`config.mk`:
```
export PLATFORM = sky130hd
export DESIGN_NAME = sdcl_top
export DESIGN_NICKNAME = d
export VERILOG_FILES = /design/src/sdcl_pkg.sv /design/src/sdcl_top.sv
export VERILOG_INCLUDE_DIRS = /design/src
export SDC_FILE = /design/constraint.sdc
export NUM_CORES = 1
export LEC_CHECK = 0
export BUFFER_PORTS_ARGS = -buffer_cell sky130_fd_sc_hd__buf_2
export CORE_MARGIN = 2
export CORE_UTILIZATION = 35
export DETAILED_ROUTE_END_ITERATION = 8
export SLEW_MARGIN = 10
export SYNTH_ARGS = -nofsm -noshare
export SYNTH_HDL_FRONTEND = slang
export SYNTH_SLANG_ARGS = --single-unit
```
`constraint.sdc`:
```
create_clock -name clock -period 5 [get_ports clock]
set_input_delay 1.5 -clock clock [delete_from_list [all_inputs] [get_ports clock]]
set_output_delay 1.5 -clock clock [all_outputs]
set_load 0.02 [all_outputs]
```
`src/sdcl_regs.svh`:
```
`ifndef SDCL_REGS_SVH
`define SDCL_REGS_SVH

// Register byte offsets on the AXI4-Lite slave.
`define SDCL_ADDR_CTRL       4'h0
`define SDCL_ADDR_STATUS     4'h4
`define SDCL_ADDR_SHIFT      4'h8

// Control register fields.
`define SDCL_CTRL_SOFT_CLR   0

// Status register field positions.
`define SDCL_ST_FB_LSB       0
`define SDCL_ST_OUT_LSB      9
`define SDCL_ST_TEST_LSB     12
`define SDCL_ST_MODE_LSB     14
`define SDCL_ST_PD_UP        16
`define SDCL_ST_PD_DN        17

// Serial shift register layout, first bit shifted in ends at the top.
`define SDCL_SH_LEN          14
`define SDCL_SH_TEST_LSB     12
`define SDCL_SH_OUT_LSB      9

// Reset values of the loaded configuration and of the control register.
`define SDCL_RST_FB          9'h0fa
`define SDCL_RST_OUT         3'h1
`define SDCL_RST_TEST        2'h0
`define SDCL_RST_CTRL        1'h0

// Reference pre-divider: counter width giving a divide by sixteen.
`define SDCL_REF_CNT_W       4

// Output divider periods in clock cycles, one clock standing for half an oscillator cycle.
`define SDCL_OUT_P0          5'h03
`define SDCL_OUT_P1          5'h04
`define SDCL_OUT_P2          5'h06
`define SDCL_OUT_P3          5'h08
`define SDCL_OUT_P4          5'h0c
`define SDCL_OUT_P5          5'h10

// AXI4-Lite responses.
`define SDCL_RESP_OKAY       2'h0
`define SDCL_RESP_SLVERR     2'h2

`endif

```
`src/sdcl_pkg.sv`:
```
package sdcl_pkg;

    // Load mode, Gray coded along parallel -> latched -> serial.
    typedef enum logic [1:0] {
        SDCL_MODE_PAR    = 2'h0,
        SDCL_MODE_PLATCH = 2'h1,
        SDCL_MODE_SER    = 2'h3
    } sdcl_mode_t;

    typedef enum logic [1:0] {
        SDCL_WR_IDLE = 2'h0,
        SDCL_WR_RESP = 2'h1
    } sdcl_wr_t;

    typedef enum logic [1:0] {
        SDCL_RD_IDLE = 2'h0,
        SDCL_RD_DATA = 2'h1
    } sdcl_rd_t;

endpackage : sdcl_pkg

```
`src/sdcl_top.sv`:
```
// Our own choices: register access over AXI4-Lite and the address map.
`include "sdcl_regs.svh"

module sdcl_top (
    input  wire logic        clock,
    input  wire logic        nrst,
    input  wire logic [3:0]  s_axi_awaddr,
    input  wire logic        s_axi_awvalid,
    output logic             s_axi_awready,
    input  wire logic [31:0] s_axi_wdata,
    input  wire logic [3:0]  s_axi_wstrb,
    input  wire logic        s_axi_wvalid,
    output logic             s_axi_wready,
    output logic [1:0]       s_axi_bresp,
    output logic             s_axi_bvalid,
    input  wire logic        s_axi_bready,
    input  wire logic [3:0]  s_axi_araddr,
    input  wire logic        s_axi_arvalid,
    output logic             s_axi_arready,
    output logic [31:0]      s_axi_rdata,
    output logic [1:0]       s_axi_rresp,
    output logic             s_axi_rvalid,
    input  wire logic        s_axi_rready,
    input  wire logic        parallel_latch_n,
    input  wire logic [8:0]  feedback_divider_bits,
    input  wire logic [2:0]  output_divider_bits,
    input  wire logic        serial_clock,
    input  wire logic        serial_data,
    input  wire logic        serial_load,
    input  wire logic        master_clear,
    input  wire logic        ref_source_select,
    input  wire logic        crystal_ref,
    input  wire logic        test_ref,
    input  wire logic        loop_bypass_select,
    output logic             synth_out_a,
    output logic             synth_out_a_n,
    output logic             synth_out_b,
    output logic             synth_out_b_n,
    output logic             monitor_out,
    output logic             ref_div_out,
    output logic             phase_up,
    output logic             phase_dn
);

    // Previous pin levels for edge detection.
    logic                    pl_d_r, sclk_d_r, sld_d_r, ref_d_r;
    logic                    pl_rise, sclk_rise, sld_rise, ref_lvl, ref_edge;
    logic [8:0]              fb_r, fb_nxt;
    logic [2:0]              out_code_r, out_code_nxt;
    logic [1:0]              test_r, test_nxt;
    logic [13:0]             shreg_r, shreg_nxt;
    sdcl_pkg::sdcl_mode_t    mode_r, mode_nxt;
    logic                    ctrl_clr_r, ctrl_clr_nxt;
    logic [3:0]              ref_cnt_r, ref_cnt_nxt;
    logic                    ref_div_r, ref_div_nxt;
    logic [8:0]              fb_cnt_r, fb_cnt_nxt;
    logic                    fb_out_r, fb_out_nxt;
    logic [4:0]              out_cnt_r, out_cnt_nxt, out_period;
    logic                    out_r, out_nxt, outn_r, outn_nxt, tick, clr;
    logic                    pd_up_r, pd_up_nxt, pd_dn_r, pd_dn_nxt, mon_r, mon_nxt;
    sdcl_pkg::sdcl_wr_t      wst_r, wst_nxt;
    sdcl_pkg::sdcl_rd_t      rst_r, rst_nxt;
    logic                    aw_got_r, aw_got_nxt, w_got_r, w_got_nxt;
    logic [3:0]              awaddr_r, awaddr_nxt;
    logic [31:0]             wdata_r, wdata_nxt, rdata_r, rdata_nxt, rd_word;
    logic [3:0]              wstrb_r, wstrb_nxt;
    logic [1:0]              bresp_r, bresp_nxt, rresp_r, rresp_nxt;
    logic                    rd_hit;

    assign ref_lvl   = ref_source_select ? crystal_ref : test_ref;
    assign ref_edge  = ref_lvl & ~ref_d_r;
    assign pl_rise   = parallel_latch_n & ~pl_d_r;
    assign sclk_rise = serial_clock & ~sclk_d_r;
    assign sld_rise  = serial_load & ~sld_d_r;
    assign clr       = master_clear | ctrl_clr_r;

    always_ff @(posedge clock or negedge nrst) begin
        if (!nrst) begin
            pl_d_r   <= 1'b0;
            sclk_d_r <= 1'b0;
            sld_d_r  <= 1'b0;
            ref_d_r  <= 1'b0;
        end else begin
            pl_d_r   <= parallel_latch_n;
            sclk_d_r <= serial_clock;
            sld_d_r  <= serial_load;
            ref_d_r  <= ref_lvl;
        end
    end

    // Configuration loading. Master clear deliberately does not touch this group.
    always_comb begin
        fb_nxt       = fb_r;
        out_code_nxt = out_code_r;
        test_nxt     = test_r;
        shreg_nxt    = shreg_r;
        mode_nxt     = mode_r;
        if (!parallel_latch_n) begin
            fb_nxt       = feedback_divider_bits;
            out_code_nxt = output_divider_bits;
            mode_nxt     = sdcl_pkg::SDCL_MODE_PAR;
        end else if (pl_rise) begin
            fb_nxt       = feedback_divider_bits;
            out_code_nxt = output_divider_bits;
            mode_nxt     = sdcl_pkg::SDCL_MODE_PLATCH;
        end else begin
            if (sclk_rise) begin
                // serial shift, first bit ends on top
                shreg_nxt = {shreg_r[`SDCL_SH_LEN-2:0], serial_data};
            end
            // strobe low or falling holds values
            if (sld_rise || (serial_load && sclk_rise)) begin
                fb_nxt       = shreg_nxt[8:0];
                out_code_nxt = shreg_nxt[`SDCL_SH_OUT_LSB +: 3];
                test_nxt     = shreg_nxt[`SDCL_SH_TEST_LSB +: 2];
                mode_nxt     = sdcl_pkg::SDCL_MODE_SER;
            end
        end
    end

    always_ff @(posedge clock or negedge nrst) begin
        if (!nrst) begin
            fb_r       <= `SDCL_RST_FB;
            out_code_r <= `SDCL_RST_OUT;
            test_r     <= `SDCL_RST_TEST;
            shreg_r    <= 14'h0000;
            mode_r     <= sdcl_pkg::SDCL_MODE_PAR;
        end else begin
            fb_r       <= fb_nxt;
            out_code_r <= out_code_nxt;
            test_r     <= test_nxt;
            shreg_r    <= shreg_nxt;
            mode_r     <= mode_nxt;
        end
    end

    always_comb begin
        case (out_code_r)
            3'h0:    out_period = `SDCL_OUT_P0;
            3'h1:    out_period = `SDCL_OUT_P1;
            3'h2:    out_period = `SDCL_OUT_P2;
            3'h3:    out_period = `SDCL_OUT_P3;
            3'h4:    out_period = `SDCL_OUT_P4;
            default: out_period = `SDCL_OUT_P5;
        endcase
    end

    // The system clock stands in for the oscillator; with ratio 1.5 the period is three clocks,
    // so that one setting cannot reach an exact half-high output.
    always_comb begin
        ref_cnt_nxt = ref_cnt_r;
        fb_cnt_nxt  = fb_cnt_r;
        out_cnt_nxt = out_cnt_r;
        pd_up_nxt   = pd_up_r;
        pd_dn_nxt   = pd_dn_r;
        tick        = loop_bypass_select | ref_edge;
        if (ref_edge) begin
            ref_cnt_nxt = ref_cnt_r + 4'h1;
        end
        fb_cnt_nxt = (fb_cnt_r >= fb_r - 9'h001) ? 9'h000 : fb_cnt_r + 9'h001;
        if (tick) begin
            out_cnt_nxt = (out_cnt_r >= out_period - 5'h01) ? 5'h00 : out_cnt_r + 5'h01;
        end
        if (clr) begin
            ref_cnt_nxt = 4'h0;
            fb_cnt_nxt  = 9'h000;
            out_cnt_nxt = 5'h00;
        end
        ref_div_nxt = ref_cnt_nxt[`SDCL_REF_CNT_W-1];
        fb_out_nxt  = fb_cnt_nxt < {1'b0, fb_r[8:1]};
        out_nxt     = ~clr & (out_cnt_nxt < {1'b0, out_period[4:1]});
        outn_nxt    = ~out_nxt;
        // Phase detector: which divided edge came first.
        if (clr) begin
            pd_up_nxt = 1'b0;
            pd_dn_nxt = 1'b0;
        end else if (ref_div_nxt && !ref_div_r && !(fb_out_nxt && !fb_out_r)) begin
            pd_up_nxt = 1'b1;
            pd_dn_nxt = 1'b0;
        end else if (fb_out_nxt && !fb_out_r && !(ref_div_nxt && !ref_div_r)) begin
            pd_up_nxt = 1'b0;
            pd_dn_nxt = 1'b1;
        end else if (ref_div_nxt && !ref_div_r) begin
            pd_up_nxt = 1'b0;
            pd_dn_nxt = 1'b0;
        end
        case (test_r)
            2'h0:    mon_nxt = 1'b0;
            2'h1:    mon_nxt = serial_data;
            2'h2:    mon_nxt = fb_out_r;
            default: mon_nxt = out_r;
        endcase
        if (mode_r != sdcl_pkg::SDCL_MODE_SER) begin
            mon_nxt = 1'b0;
        end
    end

    always_ff @(posedge clock or negedge nrst) begin
        if (!nrst) begin
            ref_cnt_r <= 4'h0;
            ref_div_r <= 1'b0;
            fb_cnt_r  <= 9'h000;
            fb_out_r  <= 1'b0;
            out_cnt_r <= 5'h00;
            out_r     <= 1'b0;
            outn_r    <= 1'b1;
            pd_up_r   <= 1'b0;
            pd_dn_r   <= 1'b0;
            mon_r     <= 1'b0;
        end else begin
            ref_cnt_r <= ref_cnt_nxt;
            ref_div_r <= ref_div_nxt;
            fb_cnt_r  <= fb_cnt_nxt;
            fb_out_r  <= fb_out_nxt;
            out_cnt_r <= out_cnt_nxt;
            out_r     <= out_nxt;
            outn_r    <= outn_nxt;
            pd_up_r   <= pd_up_nxt;
            pd_dn_r   <= pd_dn_nxt;
            mon_r     <= mon_nxt;
        end
    end

    assign synth_out_a   = out_r;
    assign synth_out_b   = out_r;
    assign synth_out_a_n = outn_r;
    assign synth_out_b_n = outn_r;
    assign monitor_out   = mon_r;
    assign ref_div_out   = ref_div_r;
    assign phase_up      = pd_up_r;
    assign phase_dn      = pd_dn_r;

    // AXI4-Lite slave: address and data are taken in either order, one write and one read at a time.
    always_comb begin
        rd_hit = 1'b1;
        case (s_axi_araddr)
            `SDCL_ADDR_CTRL:   rd_word = {31'h00000000, ctrl_clr_r};
            `SDCL_ADDR_STATUS: rd_word = {14'h0000, pd_dn_r, pd_up_r, mode_r, test_r, out_code_r, fb_r};
            `SDCL_ADDR_SHIFT:  rd_word = {18'h00000, shreg_r};
            default: begin
                rd_word = 32'h00000000;
                rd_hit  = 1'b0;
            end
        endcase
    end

    always_comb begin
        wst_nxt      = wst_r;
        rst_nxt      = rst_r;
        aw_got_nxt   = aw_got_r;
        w_got_nxt    = w_got_r;
        awaddr_nxt   = awaddr_r;
        wdata_nxt    = wdata_r;
        wstrb_nxt    = wstrb_r;
        bresp_nxt    = bresp_r;
        rdata_nxt    = rdata_r;
        rresp_nxt    = rresp_r;
        ctrl_clr_nxt = ctrl_clr_r;
        case (wst_r)
            sdcl_pkg::SDCL_WR_IDLE: begin
                if (s_axi_awvalid && !aw_got_r) begin
                    aw_got_nxt = 1'b1;
                    awaddr_nxt = s_axi_awaddr;
                end
                if (s_axi_wvalid && !w_got_r) begin
                    w_got_nxt = 1'b1;
                    wdata_nxt = s_axi_wdata;
                    wstrb_nxt = s_axi_wstrb;
                end
                if (aw_got_r && w_got_r) begin
                    aw_got_nxt = 1'b0;
                    w_got_nxt  = 1'b0;
                    wst_nxt    = sdcl_pkg::SDCL_WR_RESP;
                    bresp_nxt  = `SDCL_RESP_OKAY;
                    case (awaddr_r)
                        `SDCL_ADDR_CTRL: begin
                            if (wstrb_r[0]) begin
                                ctrl_clr_nxt = wdata_r[`SDCL_CTRL_SOFT_CLR];
                            end
                        end
                        `SDCL_ADDR_STATUS, `SDCL_ADDR_SHIFT: ;
                        default: bresp_nxt = `SDCL_RESP_SLVERR;
                    endcase
                end
            end
            sdcl_pkg::SDCL_WR_RESP: begin
                if (s_axi_bready) begin
                    wst_nxt = sdcl_pkg::SDCL_WR_IDLE;
                end
            end
            default: wst_nxt = sdcl_pkg::SDCL_WR_IDLE;
        endcase
        case (rst_r)
            sdcl_pkg::SDCL_RD_IDLE: begin
                if (s_axi_arvalid) begin
                    rdata_nxt = rd_word;
                    rresp_nxt = rd_hit ? `SDCL_RESP_OKAY : `SDCL_RESP_SLVERR;
                    rst_nxt   = sdcl_pkg::SDCL_RD_DATA;
                end
            end
            sdcl_pkg::SDCL_RD_DATA: begin
                if (s_axi_rready) begin
                    rst_nxt = sdcl_pkg::SDCL_RD_IDLE;
                end
            end
            default: rst_nxt = sdcl_pkg::SDCL_RD_IDLE;
        endcase
    end

    always_ff @(posedge clock or negedge nrst) begin
        if (!nrst) begin
            wst_r      <= sdcl_pkg::SDCL_WR_IDLE;
            rst_r      <= sdcl_pkg::SDCL_RD_IDLE;
            aw_got_r   <= 1'b0;
            w_got_r    <= 1'b0;
            awaddr_r   <= 4'h0;
            wdata_r    <= 32'h00000000;
            wstrb_r    <= 4'h0;
            bresp_r    <= `SDCL_RESP_OKAY;
            rdata_r    <= 32'h00000000;
            rresp_r    <= `SDCL_RESP_OKAY;
            ctrl_clr_r <= `SDCL_RST_CTRL;
        end else begin
            wst_r      <= wst_nxt;
            rst_r      <= rst_nxt;
            aw_got_r   <= aw_got_nxt;
            w_got_r    <= w_got_nxt;
            awaddr_r   <= awaddr_nxt;
            wdata_r    <= wdata_nxt;
            wstrb_r    <= wstrb_nxt;
            bresp_r    <= bresp_nxt;
            rdata_r    <= rdata_nxt;
            rresp_r    <= rresp_nxt;
            ctrl_clr_r <= ctrl_clr_nxt;
        end
    end

    // Ready flags are flops so that every bus output comes from a register.
    logic awready_r, wready_r, arready_r;

    always_ff @(posedge clock or negedge nrst) begin
        if (!nrst) begin
            awready_r <= 1'b0;
            wready_r  <= 1'b0;
            arready_r <= 1'b0;
        end else begin
            awready_r <= (wst_nxt == sdcl_pkg::SDCL_WR_IDLE) && !aw_got_nxt;
            wready_r  <= (wst_nxt == sdcl_pkg::SDCL_WR_IDLE) && !w_got_nxt;
            arready_r <= (rst_nxt == sdcl_pkg::SDCL_RD_IDLE);
        end
    end

    assign s_axi_awready = awready_r;
    assign s_axi_wready  = wready_r;
    assign s_axi_arready = arready_r;
    assign s_axi_bvalid  = wst_r[0];
    assign s_axi_bresp   = bresp_r;
    assign s_axi_rvalid  = rst_r[0];
    assign s_axi_rdata   = rdata_r;
    assign s_axi_rresp   = rresp_r;

endmodule : sdcl_top

```
# [Word-level counts from Yosys, hierarchy flattened]
# Cells that the tools add are included.
[classes] shifts=0 n_lt_le_gt_ge=4 mul=0 eq_ne=14 reduce_logical=38 div_mod_pow=0 n_addsub=5 bitwise_logic=14 muxes=44
[op_table] cell="$pmux 18 s3" n=1
[op_table] cell="$mux 9" n=5
[op_table] cell="$pmux 5 s5" n=1
[op_table] cell="$mux 2" n=9
[op_table] cell="$mux 1" n=16
[op_table] cell="$mux 5" n=3
[op_table] cell="$mux 14" n=1
[op_table] cell="$logic_and 1x1->1" n=10
[op_table] cell="$logic_not 2->1" n=5
[op_table] cell="$reduce_and 2->1" n=5
[op_table] cell="$add 9x1->9 const B" n=1
[op_table] cell="$ge 9x9->1" n=1
[op_table] cell="$lt 9x8->1" n=1
[op_table] cell="$mux 3" n=3
[op_table] cell="$sub 9x1->9 const B" n=1
[op_table] cell="$eq 4x3->1 const B" n=2
[op_table] cell="$eq 4x4->1 const B" n=2
[op_table] cell="$logic_not 1->1" n=8
[op_table] cell="$logic_not 4->1" n=2
[op_table] cell="$mux 4" n=2
[op_table] cell="$pmux 2 s2" n=2
[op_table] cell="$not 1->1" n=7
[op_table] cell="$eq 2x1->1 const B" n=3
[op_table] cell="$eq 3x2->1 const B" n=2
[op_table] cell="20 further kinds" n=26
[totals] mem_bits_rw=0 register_bits=110 latch_bits=0 mem_bits_ro=0 word_cells=152 inputBits=72 out_inout_bits=49 n_memories=0

# [Depth between registers and ports, before layout]
# Gate-level depths: netlist (run 1).
[logic_depth] depth_word=10 mapped_depth=20 mapped_depth_nobuf=20

# [Worst setup path before layout (run 1)]
# Ideal clock, no wire load.
[synth_timing] kind="input to register" start="input port master_clear" end="register pd_dn_r, in the netlist phase_dn" arrival_ps=4005 setup_slack_ps=863 setup_ps=132 n_path_buf=0 stages=13 t_required_ps=4868 cell_sequence="or2_2 a2111o_1 nor2_1 ha_1 a21o_1 a21o_1 a21oi_1 o21ai_0 a211oi_1 ha_1 nand2_1 mux2i_1 nor2_1"
[synth_via] elab_chain_cells=8 word_cells_on_any_way=14 classes_between="order compare: 1; mux: 5; bitwise: 1; reduce/logical: 7"
[synth_lines] element="from (decl)" line="sdcl_top.sv:30" source="input wire logic master_clear,"
[synth_lines] element="$or 1x1->1 *" line="sdcl_top.sv:75" source="assign clr = master_clear | ctrl_clr_r;"
[synth_lines] element="$mux 9 *" line="sdcl_top.sv:164" source="if (clr) begin"
[synth_lines] element="via fb_cnt_nxt[2]" line="sdcl_top.sv:56" source="logic [8:0] fb_cnt_r, fb_cnt_nxt;"
[synth_lines] element="$lt 9x8->1 *" line="sdcl_top.sv:170" source="fb_out_nxt = fb_cnt_nxt < {1'b0, fb_r[8:1]};"
[synth_lines] element="$logic_and 1x1->1 *" line="sdcl_top.sv:177, sdcl_top.sv:180"
[synth_lines] element="$logic_and 1x1->1 or $logic_not 1->1 (tied branches)" line="sdcl_top.sv:180, sdcl_top.sv:177"
[synth_lines] element="$mux 1 or $logic_and 1x1->1 (tied branches)" line="sdcl_top.sv:180, sdcl_top.sv:177"
[synth_lines] element="$mux 1" line="sdcl_top.sv:177" source="end else if (ref_div_nxt && !ref_div_r && !(fb_out_nxt && !fb_out_r)) begin"
[synth_lines] element="$mux 1" line="sdcl_top.sv:174" source="if (clr) begin"
[synth_lines] element="to (signal assigned)" line="sdcl_top.sv:219" source="pd_dn_r <= pd_dn_nxt;"
[synth_lines] element="to (decl)" line="sdcl_top.sv:60" source="logic pd_up_r, pd_up_nxt, pd_dn_r, pd_dn_nxt, mon_r, mon_nxt;"
# Mark *: on every way through the listed nets, which the timed path passes. The rest lies on a longest branch.
# A chain may end at the register's enable or synchronous reset.

# [Worst setup path after layout (run 1)]
[layout_timing] start="register fb_r[1]" end="register pd_up_r, in the netlist phase_up"
[layout_via] elab_chain_cells=10 word_cells_on_any_way=13 classes_between="add/sub: 1; order compare: 2; mux: 5; reduce/logical: 5"
[layout_lines] element="from (decl)" line="sdcl_top.sv:48" source="logic [8:0] fb_r, fb_nxt;"
[layout_lines] element="from (signal assigned)" line="sdcl_top.sv:123" source="fb_r <= `SDCL_RST_FB;"
[layout_lines] element="from (signal assigned)" line="sdcl_top.sv:129" source="fb_r <= fb_nxt;"
[layout_lines] element="$sub 9x1->9 *" line="sdcl_top.sv:160" source="fb_cnt_nxt = (fb_cnt_r >= fb_r - 9'h001) ? 9'h000 : fb_cnt_r + 9'h001;"
[layout_lines] element="$ge 9x9->1 *" line="sdcl_top.sv:160"
[layout_lines] element="$mux 9 *" line="sdcl_top.sv:160"
[layout_lines] element="$mux 9 *" line="sdcl_top.sv:164"
[layout_lines] element="via fb_cnt_nxt[6]" line="sdcl_top.sv:56"
[layout_lines] element="$lt 9x8->1 *" line="sdcl_top.sv:170"
[layout_lines] element="$logic_and 1x1->1 *" line="sdcl_top.sv:177, sdcl_top.sv:180"
[layout_lines] element="$logic_and 1x1->1 or $logic_not 1->1 (tied branches)" line="sdcl_top.sv:180, sdcl_top.sv:177"
[layout_lines] element="$mux 1 or $logic_and 1x1->1 (tied branches)" line="sdcl_top.sv:180, sdcl_top.sv:177"
[layout_lines] element="$mux 1" line="sdcl_top.sv:177"
[layout_lines] element="$mux 1" line="sdcl_top.sv:174"
[layout_lines] element="to (signal assigned)" line="sdcl_top.sv:218" source="pd_up_r <= pd_up_nxt;"
[layout_lines] element="to (decl)" line="sdcl_top.sv:60"
# Marked as above.

==> results.md, run 1 <==
* GR peak layer: met2
* Reg-to-Reg End: phase_up$_DFFE_PN0P_
* Share of synthesized registers carrying an async set or reset at 100%
* Seq/Total Area, Yosys at 46.6%
* DIE WIDTH at 124 um
* CTS Buf Count at 9
* Crit path required time at 5.24 ns
* Netlist cell types at 55
* H-tree depth at 3
* Io pins at 121
* Share of cells above drive strength 1 at 23.0%
* Sw Ratio at 31.5%
* Area share of the largest cell type after synthesis at 42.4%
* Starting Density at 36.2%
* Final Cell Area at 5850 sq um
* WL/cell at 15.6 um
* DP Wirelength at 8530 um
* Slew at the pin closest to its max-slew limit at 1.01 ns
* Sinks on Clock Net at 94
* P_leak at 2.84 nW
* Hold Path Stages at 1
* RePlAce Congestion at 0.822
* Root buffer cell: clkbuf_16
* Diodes inserted at 0
* Critical Setup Path Class: register to register
* Synth Area per Inst at 10.3 sq um
* R2R depth at 19
* CP max stage cell: dfstp_2
* First-pass GRT wire length at 19,300 um
* Placement-stage cell area at 5530 sq um
* Total negative setup slack at 0 ns
* CP arrival at 4.75 ns
* CP startpoint kind: register
* GR met3 Demand/Resource at 2.62%
* Critical path's largest stage delay at 0.59 ns
* CP Max Fanout at 8
* Sequential power share at 45.3%
* Routed WL at 11,600 um
* Fillers at 1,379
* Synthesis-stage register bit count at 94
* Cell family with the largest share of critical-path delay: compound AO/OA/AOI/OAI gates
* Cell mode on critical path: ha_1
* Die Ht at 124 um
* Gate Count Post-Synth at 492
* GRT overflow at 0
* Initial antenna violation count at 0
* Vias in the first global route at 3,832
* Unrepaired setup endpoints after global routing: no
* Peak VDD IR at 212 uV
* Minimum clock period at 4.51 ns
* Routing usage on met1 at 19.9%
* Hold Buf Count CTS at 0
* Worst Hold Class: register to register
* Vias per cell at 5.06
* Relative slew slack at 32.8%
* M2 GR Usage at 25.9%
* Clock tree buffer depth at 2
* Fmax at 0.222 GHz
* CTS tree: yes
* CP Buf/Inv Count at 1
* FP Rows at 43
* Critical Path End Type: register
* Total Routing Usage GR at 15.5%
* First drt pass iteration count at 4
* NetSw at 0.000679 W
* Cell Pwr Density at 368 nW/um^2
* # DRC at 0
* Min-Delay Endpoint: s_axi_arready$_DFF_PN0_
* Port bufs at 70
* Clock Latency Late Sink at 0.35 ns
* Final setup fails at 0
* Post-CTS setup repair buffer count at 0
* Clock share of power at 33.8%
* Area growth from synthesis to layout at 15.3%
* Final number of hold-violating endpoints at 0
* Fin crit share at 90.2%
* Largest net degree at the start of global routing at 78
* Internal at 0.00148 W
* Antenna-violating nets left at 0
* Max Cap Viol at 0
* Status: finished, final reports clean
* Post-synthesis cell area at 5070 sq um
* EDFF count, synth at 0
* Area leader, netlist: dfrtp_1
* Crit path cell chain: inv_1, ha_1, nand3_1, xnor2_1, ha_1, a21o_1, a21oi_1, nor2b_1, a2111o_1, nor2_1, ha_1, a21o_1, a211oi_1, o21ai_0, a211oi_1, ha_1, nand2_1, mux2i_1, nor2_1
* Ys flop type: dfrtp_1
* Top post-synthesis cells by area: dfrtp_1 (42%), ha_1 (7.7%), mux2_2 (4.7%), dfstp_2 (4.1%), nor2_1 (3.9%)
* Clock slew at reported path FFs at 0.07 ns
* Routed vias at 3,764
* Starting DRT DRC Count at 186
* Warnings, synthesis at 0
* Hold Crit Start: rst_r[1]$_DFF_PN0_
* Crit path depth at 19
* Reg2reg setup slack at 0.49 ns
* Worst R2R Start: fb_r[1]$_DFFE_PN1P_
* Slew Limit Fails at 0
* Die area at 15,500 sq um
* Clock Skew at 0.00659 ns
* Comb pwr share at 20.8%
* Core area at 14,000 sq um
* Final net count at 662
* # resized after CTS at 0
-- power by group through the flow --
stage               clock, W  combinational, W  sequential, W
floorplan                  0          0.000317       0.000983
global placement           0          0.000438       0.000985
finish              0.000729          0.000448       0.000977
CTS                 0.000752          0.000452       0.000978
detailed placement         0          0.000447       0.000992
global route        0.000784          0.000503       0.000996
-- cell families after synthesis --
group | share of synthesized area, %
compound gates | 15.1
xor+xnor | 3.97
fa+ha+maj | 7.65
buf+inv | 6.00
flops | 46.6
mux | 8.29
other cells | 0.0740
simple gates | 12.3
-- synthesized netlist by cell type, types with 3 or more instances --
cell and number:
a21o_1 18, a22oi_1 13, dfstp_2 8, o21ai_1 9
a211oi_1 15, a22o_1 4, mux2_2 21, and3_1 6
nor2b_1 4, buf_2 6, a21oi_1 16, nand3_1 10
nor2_1 53, xor2_1 9, xnor2_1 14, inv_1 21
buf_4 19, mux2i_1 17, nand2_1 34, nand2b_1 4
clkbuf_1 9, dfrtp_1 86, ha_1 31, nand4_1 6
nor4_1 3, o21ai_0 18, nor3_1 4
-- worst register-to-register path: stages, from the launching register on --
cell      delay [ns]
dfstp_2         0.59
inv_1           0.06
ha_1            0.22
nand3_1         0.10
xnor2_1         0.16
ha_1            0.30
a21o_1          0.18
a21oi_1         0.15
nor2b_1         0.09
a2111o_1        0.51
nor2_1          0.23
ha_1            0.31
a21o_1          0.20
a211oi_1        0.21
o21ai_0         0.21
a211oi_1        0.27
ha_1            0.27
nand2_1         0.11
mux2i_1         0.19
nor2_1          0.05
-- cell type report --
cell class | count | area, sq um | area share [%]
timing repair buffer | 75 | 390 | 6.68
inverter | 22 | 82.6 | 1.41
multi-input combinational | 357 | 2470 | 42.3
sequential | 94 | 2360 | 40.4
clock buffer | 10 | 239 | 4.09
clock inverter | 6 | 73.8 | 1.26
tap | 180 | 225 | 3.85
-- worst max-delay path by stage --
stage                        startpoint              endpoint  slack, ns
global placement           master_clear  phase_up$_DFFE_PN0P_       0.43
finish              fb_r[1]$_DFFE_PN1P_  phase_up$_DFFE_PN0P_       0.49
detailed placement         master_clear  phase_up$_DFFE_PN0P_       0.41
CTS                 fb_r[1]$_DFFE_PN1P_  phase_up$_DFFE_PN0P_       0.49
floorplan                  master_clear  phase_dn$_DFFE_PN0P_       0.86
global route        fb_r[2]$_DFFE_PN0P_  phase_dn$_DFFE_PN0P_       0.17
-- registers in the layout, summed over array words and instances, names as in the netlist, 2 cells and up --
register,cells
ref_cnt_r,4
fb_r,9
test_r,2
mode_r,2
rst_r,2
s_axi_rdata,18
out_cnt_r,5
wst_r,2
shreg_r,14
awaddr_r,4
out_code_r,3
fb_cnt_r,9
-- metrics by stage --
step	worst slack [ns]	hold WS (ns)	util [%]	instances	power (W)
2_1_floorplan	0.863	0.439	-	509	0.00130
3_3_place_gp	0.426	0.448	39.6	728	0.00142
3_5_place_dp	0.406	0.461	39.6	728	0.00144
4_1_cts	0.492	0.482	41.8	744	0.00218
5_1_grt	0.172	0.501	41.8	744	0.00228
6_report	0.489	0.480	41.8	744	0.00215
-- per-layer routing --
metal,vias to the layer above,wire (um)
li1,1842,-
met1,1838,5310
met2,66,5640
met3,18,346
met4,0,289
met5,-,0
-- cells in the final DEF (no fill, tap or decap), types with 4 or more instances in the layout --
cell,instances
nand2_1,34
nand4_1,6
clkbuf_16,9
conb_1,18
a21oi_1,16
a22oi_1,13
a21o_1,18
o21ai_1,9
inv_1,21
mux2_2,21
a22o_1,4
xnor2_1,14
xor2_1,9
nor2_1,53
mux2i_1,17
ha_1,31
inv_6,5
dfrtp_1,86
o21ai_0,18
nand2b_1,4
buf_2,69
dfstp_2,8
and3_1,6
nor2b_1,4
a211oi_1,15
nor3_1,4
buf_4,6
nand3_1,10
No activity file was read; power rests on OpenSTA's default activity.
==> inputs of run 2 (changes only) <==
- CORE_UTILIZATION: 35 -> 30
==> results.md, run 2 (same netlist as run 1, synthesis figures left out) <==
* Hold Buf Count CTS at 0 (unchanged)
* Core area at 16,500 sq um (+18%)
* Fin crit share at 90.8% (+0.60 points)
* Slew at the pin closest to its max-slew limit at 1.05 ns (+0.0467 ns)
* Placement-stage cell area at 5580 sq um (+0.90%)
* Slew Limit Fails at 0 (unchanged)
* Multi-input gate area at 2470 sq um (unchanged)
* Routed WL at 11,900 um (+2.8%)
* Io pins at 121 (unchanged)
* # resized after CTS at 0 (unchanged)
* RePlAce Congestion at 0.819 (-0.33%)
* Post-Place Cells at 768 (+5.5%)
* Vias in the first global route at 3,886 (+1.4%)
* First drt pass iteration count at 4 (unchanged)
* CP arrival at 4.78 ns (+0.03 ns)
* Crit path required time at 5.24 ns (about the same)
* Final core occ at 35.5% (-6.2 points)
* Critical Path End Type: register
* Critical path's largest stage delay at 0.59 ns (about the same)
* FP Rows at 47 (+9.3%)
* Seq. cell area at 2360 sq um (unchanged)
* Status: finished, final reports clean
* First-pass GRT wire length at 19,700 um (+1.9%)
* DP Wirelength at 8910 um (+4.5%)
* CP max stage cell: dfstp_2
* Vias per cell at 4.89 (-3.3%)
* Relative slew slack at 29.7% (-3.1 points)
* Crit path cell chain: inv_1, ha_1, nand3_1, xnor2_1, ha_1, a21o_1, a21oi_1, nor2b_1, a2111o_1, nor2_1, ha_1, a21o_1, a21o_1, a21oi_1, o21ai_0, a211oi_1, ha_1, nand2_1, mux2i_1, nor2_1
* Total negative setup slack at 0 ns (unchanged)
* Initial antenna violation count at 1 (+1)
* Die Ht at 134 um (+7.8%)
* Most frequent cells in the layout: dfrtp_1 (86), buf_2 (69), nor2_1 (53), nand2_1 (34), ha_1 (31)
* CP Max Fanout at 8 (unchanged)
* CP startpoint kind: register
* Root buffer cell: clkbuf_16
* Max FFs per register at 18 (unchanged)
* Worst Hold Class: register to register
* Clock Skew at 0.00810 ns (+0.00151 ns)
* Cell Pwr Density at 358 nW/um^2 (-2.9%)
* Sinks on Clock Net at 94 (unchanged)
* Cell mode on critical path: ha_1
* Largest net degree at the start of global routing at 83 (+6.4%)
* Clock slew at reported path FFs at 0.07 ns (about the same)
* Minimum clock period at 4.54 ns (+0.0300 ns)
* Fmax at 0.220 GHz (-0.66%)
* Fillers at 1,634 (+18%)
* Unrepaired setup endpoints after global routing: no
* Final Cell Area at 5870 sq um (+0.47%)
* Die area at 18,000 sq um (+16%)
* Clock tree buffer depth at 2 (unchanged)
* DIE WIDTH at 134 um (+7.8%)
* Routed vias at 3,841 (+2.0%)
* Most common cell after layout, fill and taps aside: dfrtp_1
* Area growth from synthesis to layout at 15.9%
* CTS Buf Count at 9 (unchanged)
* Critical Setup Path Class: register to register
* Max Cap Viol at 0 (unchanged)
* Starting Density at 30.7% (-5.6 points)
* WL/cell at 15.2 um (-2.6%)
* P_leak at 2.83 nW (-0.38%)
* H-tree depth at 3 (unchanged)
* Post-CTS setup repair buffer count at 0 (unchanged)
* CTS tree: yes
* Port bufs at 70 (unchanged)
* Final number of hold-violating endpoints at 0 (unchanged)
* Clock Latency Late Sink at 0.35 ns (about the same)
* Antenna-violating nets left at 0 (unchanged)
* GRT overflow at 0 (unchanged)
* Total Routing Usage GR at 13.8% (-1.7 points)
* # DRC at 0 (unchanged)
* Final net count at 662 (unchanged)
* Starting DRT DRC Count at 244 (+31%)
* Share of cells above drive strength 1 at 23.0% (unchanged)
* Peak VDD IR at 187 uV (-12%)
* Post-Layout Cell Count at 785 (+5.5%)
* Final setup fails at 0 (unchanged)
[run 2: worst max-delay path, delay by kind of cell (launching register included)]
family                   cells  cell delay (ns)
multiplexers                 1             0.21
adder cells (fa/ha/maj)      4             1.04
buffers and inverters        1             0.06
flip-flops                   1             0.59
AO/OA/AOI/OAI                8             1.81
XOR/XNOR                     1             0.15
AND/OR/NAND/NOR              5             0.55
[run 2: final cells by class]
cell class	count	share of cell area (%)
clock buffer	9	3.83
timing repair buffer	75	6.65
antenna	1	0.0426
multi-input combinational	357	42.1
sequential	94	40.2
clock inverter	7	1.06
tap	220	4.69
inverter	22	1.41
[run 2: path summary, 6_finish.rpt]
path | startpoint | endpoint | slack [ns] | cells past startpoint
worst max register to register | fb_r[1]$_DFFE_PN1P_ | phase_up$_DFFE_PN0P_ | 0.46 | 20
max in group asynchronous | nrst | fb_cnt_r[1]$_DFF_PN0_ | 2.86 | 2
worst max-delay path | fb_r[1]$_DFFE_PN1P_ | phase_up$_DFFE_PN0P_ | 0.46 | 20
worst min-delay path | s_axi_rdata[12]$_DFFE_PN0P_ | s_axi_rdata[12]$_DFFE_PN0P_ | 0.49 | 2
worst min register to register | s_axi_rdata[12]$_DFFE_PN0P_ | s_axi_rdata[12]$_DFFE_PN0P_ | 0.49 | 2
min in group asynchronous | nrst | awaddr_r[2]$_DFFE_PN0P_ | 1.31 | 1
[run 2: per-stage QoR]
step           worst slack (ns)  total power (W)  hold slack, ns
5_1_grt                   0.197          0.00224           0.510
4_1_cts                   0.440          0.00213           0.489
3_3_place_gp              0.410          0.00142           0.450
6_report                  0.459          0.00210           0.485
2_1_floorplan             0.863          0.00130           0.439
3_5_place_dp              0.323          0.00145           0.473
[run 2: power breakdown]
| group | switching, W | internal (W) |
|---|---|---|
| combinational | 0.000261 | 0.000195 |
| sequential | 0.000105 | 0.000870 |
| clock | 0.000321 | 0.000349 |
| total | 0.000687 | 0.00141 |
[run 2: metal layers]
layer	share of wire [%]	global-route usage (%)	routed length (um)
met5	0	0	0
met4	2.1	5.61	255
met3	5.3	3.55	629
met2	48	23.0	5770
met1	44	17.2	5260
==> inputs of run 3 (changes only) <==
- GPL_TIMING_DRIVEN: not set -> 0
- HOLD_SLACK_MARGIN: not set -> 0.15
- PLACE_DENSITY: not set -> 0.49
==> results.md, run 3 (same netlist as run 1, synthesis figures left out) <==
* Die area at 18,000 sq um (unchanged)
* Unrepaired setup endpoints after global routing: no
* Critical Path End Type: register
* Largest net degree at the start of global routing at 58 (-30%)
* Routed vias at 3,846 (+0.13%)
* Worst R2R Start: fb_r[1]$_DFFE_PN1P_
* Cell mode on critical path: ha_1
* Vias in the first global route at 3,889 (+0.077%)
* First-pass GRT wire length at 20,000 um (+1.8%)
* Die Ht at 134 um (unchanged)
* FP Rows at 47 (unchanged)
* Clock slew at reported path FFs at 0.07 ns (about the same)
* CP arrival at 4.77 ns (about the same)
* Starting Density at 30.7% (unchanged)
* Slew at the pin closest to its max-slew limit at 0.755 ns (-0.299 ns)
* Reg2reg setup slack at 0.44 ns (-0.02 ns)
* Final Cell Area at 6070 sq um (+3.3%)
* Cell Pwr Density at 349 nW/um^2 (-2.4%)
* Max Cap Viol at 0 (unchanged)
* DIE WIDTH at 134 um (unchanged)
* CTS Buf Count at 9 (unchanged)
* Status: finished, final reports clean
* Crit path required time at 5.21 ns (-0.03 ns)
* Peak VDD IR at 180 uV (-3.6%)
* Port bufs at 70 (unchanged)
* Post-CTS setup repair buffer count at 0 (unchanged)
* Most frequent cells in the layout: dfrtp_1 (86), buf_2 (75), nor2_1 (53), nand2_1 (34), ha_1 (31)
* R2R depth at 20 (unchanged)
* GRT overflow at 0 (unchanged)
* WL/cell at 15.1 um (-0.31%)
* Cell family with the largest share of critical-path delay: compound AO/OA/AOI/OAI gates
* Share of cells above drive strength 1 at 25.2% (+2.1 points)
* Root buffer cell: clkbuf_16
* Hold Buf Count CTS at 0 (unchanged)
* Starting DRT DRC Count at 182 (-25%)
* Crit path cell chain: inv_1, ha_1, nand3_1, xnor2_1, ha_1, a21o_1, a21oi_1, nor2b_1, a2111o_1, nor2_1, ha_1, a21o_1, a21o_1, a21oi_1, o21ai_0, a211oi_1, ha_1, nand2_1, mux2i_1, nor2_1
* Minimum clock period at 4.56 ns (+0.0198 ns)
* Total negative setup slack at 0 ns (unchanged)
* P_leak at 2.96 nW (+4.4%)
* Worst Hold Class: register to register
* Clock Skew at 0.00706 ns (-0.00104 ns)
* Most common cell after layout, fill and taps aside: dfrtp_1
* # resized after CTS at 0 (unchanged)
* Diodes inserted at 0 (-1)
* Vias per cell at 4.71 (-3.7%)
* Area growth from synthesis to layout at 19.7%
* Fmax at 0.219 GHz (-0.43%)
* Critical Setup Path Class: register to register
* Slew Limit Fails at 0 (unchanged)
* Worst setup endpoint: phase_up$_DFFE_PN0P_
* Total Routing Usage GR at 14.4% (+0.51 points)
* DP Wirelength at 9390 um (+5.4%)
* Initial antenna violation count at 0 (-1)
* Final number of hold-violating endpoints at 0 (unchanged)
* Final net count at 694 (+4.8%)
* Relative slew slack at 49.6% (+20 points)
* Fillers at 1,695 (+3.7%)
* Antenna-violating nets left at 0 (unchanged)
* Sinks on Clock Net at 94 (unchanged)
* Io pins at 121 (unchanged)
* Clock Latency Late Sink at 0.35 ns (about the same)
* RePlAce Congestion at 0.802 (-2.0%)
* Final setup fails at 0 (unchanged)
* Critical path's largest stage delay at 0.59 ns (about the same)
* Setup ws final at 0.440 ns (-0.0198 ns)
* Placement-stage cell area at 5780 sq um (+3.5%)
* Core area at 16,500 sq um (unchanged)
* First drt pass iteration count at 5 (+1)
* Max FFs per register at 18 (unchanged)
* CP Max Fanout at 8 (unchanged)
* Worst slack, placed at 0.295 ns (-0.0287 ns)
* CP max stage cell: dfstp_2
* CP startpoint kind: register
* # DRC at 0 (unchanged)
* CP Buf/Inv Count at 1 (unchanged)
* Crit path depth at 20 (unchanged)
* Routed WL at 12,300 um (+3.6%)
* Reg-to-Reg End: phase_up$_DFFE_PN0P_
* Critical path startpoint: fb_r[1]$_DFFE_PN1P_
* H-tree depth at 3 (unchanged)
* Fin crit share at 91.2% (+0.40 points)
* CTS tree: yes
* Clock tree buffer depth at 2 (unchanged)
## run 3: cell types whose count changed in the layout (fill, tap and decap cells not counted), sizes merged
cell / delta
clkinvlp: +1
buf: +23
inv: -3
clkbuf: +12
clkinv: -1
diode: -1
## run 3: routing by layer
metal  wire length [um]  global-route usage (%)  up-vias  part of all wire (%)
li1                   -                       -     1901                     -
met1               5840                    19.2     1838                    47
met2               5710                    22.6       85                    46
met3                409                    2.27       22                   3.3
met4                378                    7.15        0                   3.1
met5                  0                       0        -                     0
## run 3: area by class of cell
cell class	instances	area [sq um]	area share, %
clock buffer	12	256	4.23
sequential	94	2360	38.9
inverter	22	82.6	1.36
tap	220	275	4.54
multi-input combinational	357	2470	40.7
clock inverter	4	30.0	0.495
timing repair buffer	71	373	6.14
buffer	36	221	3.65
## run 3: how the worst min path moves through the flow
stage                                 end  depth (start not counted)  slack (ns)                       start
2_1_floorplan     s_axi_arready$_DFF_PN0_                          1        0.44          rst_r[1]$_DFF_PN0_
3_3_place_gp      s_axi_arready$_DFF_PN0_                          1        0.45          rst_r[1]$_DFF_PN0_
3_5_place_dp      s_axi_arready$_DFF_PN0_                          1        0.46          rst_r[1]$_DFF_PN0_
4_1_cts           s_axi_arready$_DFF_PN0_                          1        0.48          rst_r[1]$_DFF_PN0_
5_1_grt        s_axi_rdata[4]$_DFFE_PN0P_                          2        0.51  s_axi_rdata[4]$_DFFE_PN0P_
6_report          s_axi_arready$_DFF_PN0_                          1        0.47          rst_r[1]$_DFF_PN0_
## run 3: worst reg2reg max path, stage by stage, from the launching register on
cell,delay [ns]
dfstp_2,0.59
inv_1,0.06
ha_1,0.22
nand3_1,0.10
xnor2_1,0.16
ha_1,0.29
a21o_1,0.18
a21oi_1,0.13
nor2b_1,0.08
a2111o_1,0.52
nor2_1,0.18
ha_1,0.26
a21o_1,0.17
a21o_1,0.18
a21oi_1,0.17
o21ai_0,0.21
a211oi_1,0.30
ha_1,0.28
nand2_1,0.11
mux2i_1,0.19
nor2_1,0.05
## run 3: report_power, final
| group | total (W) | switching (W) | internal (W) | leakage [nW] |
|---|---|---|---|---|
| clock network | 0.000670 | 0.000304 | 0.000367 | 0.139 |
| registers | 0.000972 | 0.000102 | 0.000871 | 1.20 |
| logic | 0.000476 | 0.000266 | 0.000210 | 1.62 |
## run 3: per-stage QoR
| stage | hold WS, ns | util (%) | std cells | power (W) |
|---|---|---|---|---|
| 2_1_floorplan | 0.439 | - | 509 | 0.00130 |
| 3_3_place_gp | 0.450 | 34.9 | 799 | 0.00145 |
| 3_5_place_dp | 0.459 | 35.0 | 800 | 0.00147 |
| 4_1_cts | 0.477 | 36.7 | 816 | 0.00215 |
| 5_1_grt | 0.512 | 36.7 | 816 | 0.00225 |
| 6_report | 0.468 | 36.7 | 816 | 0.00212 |
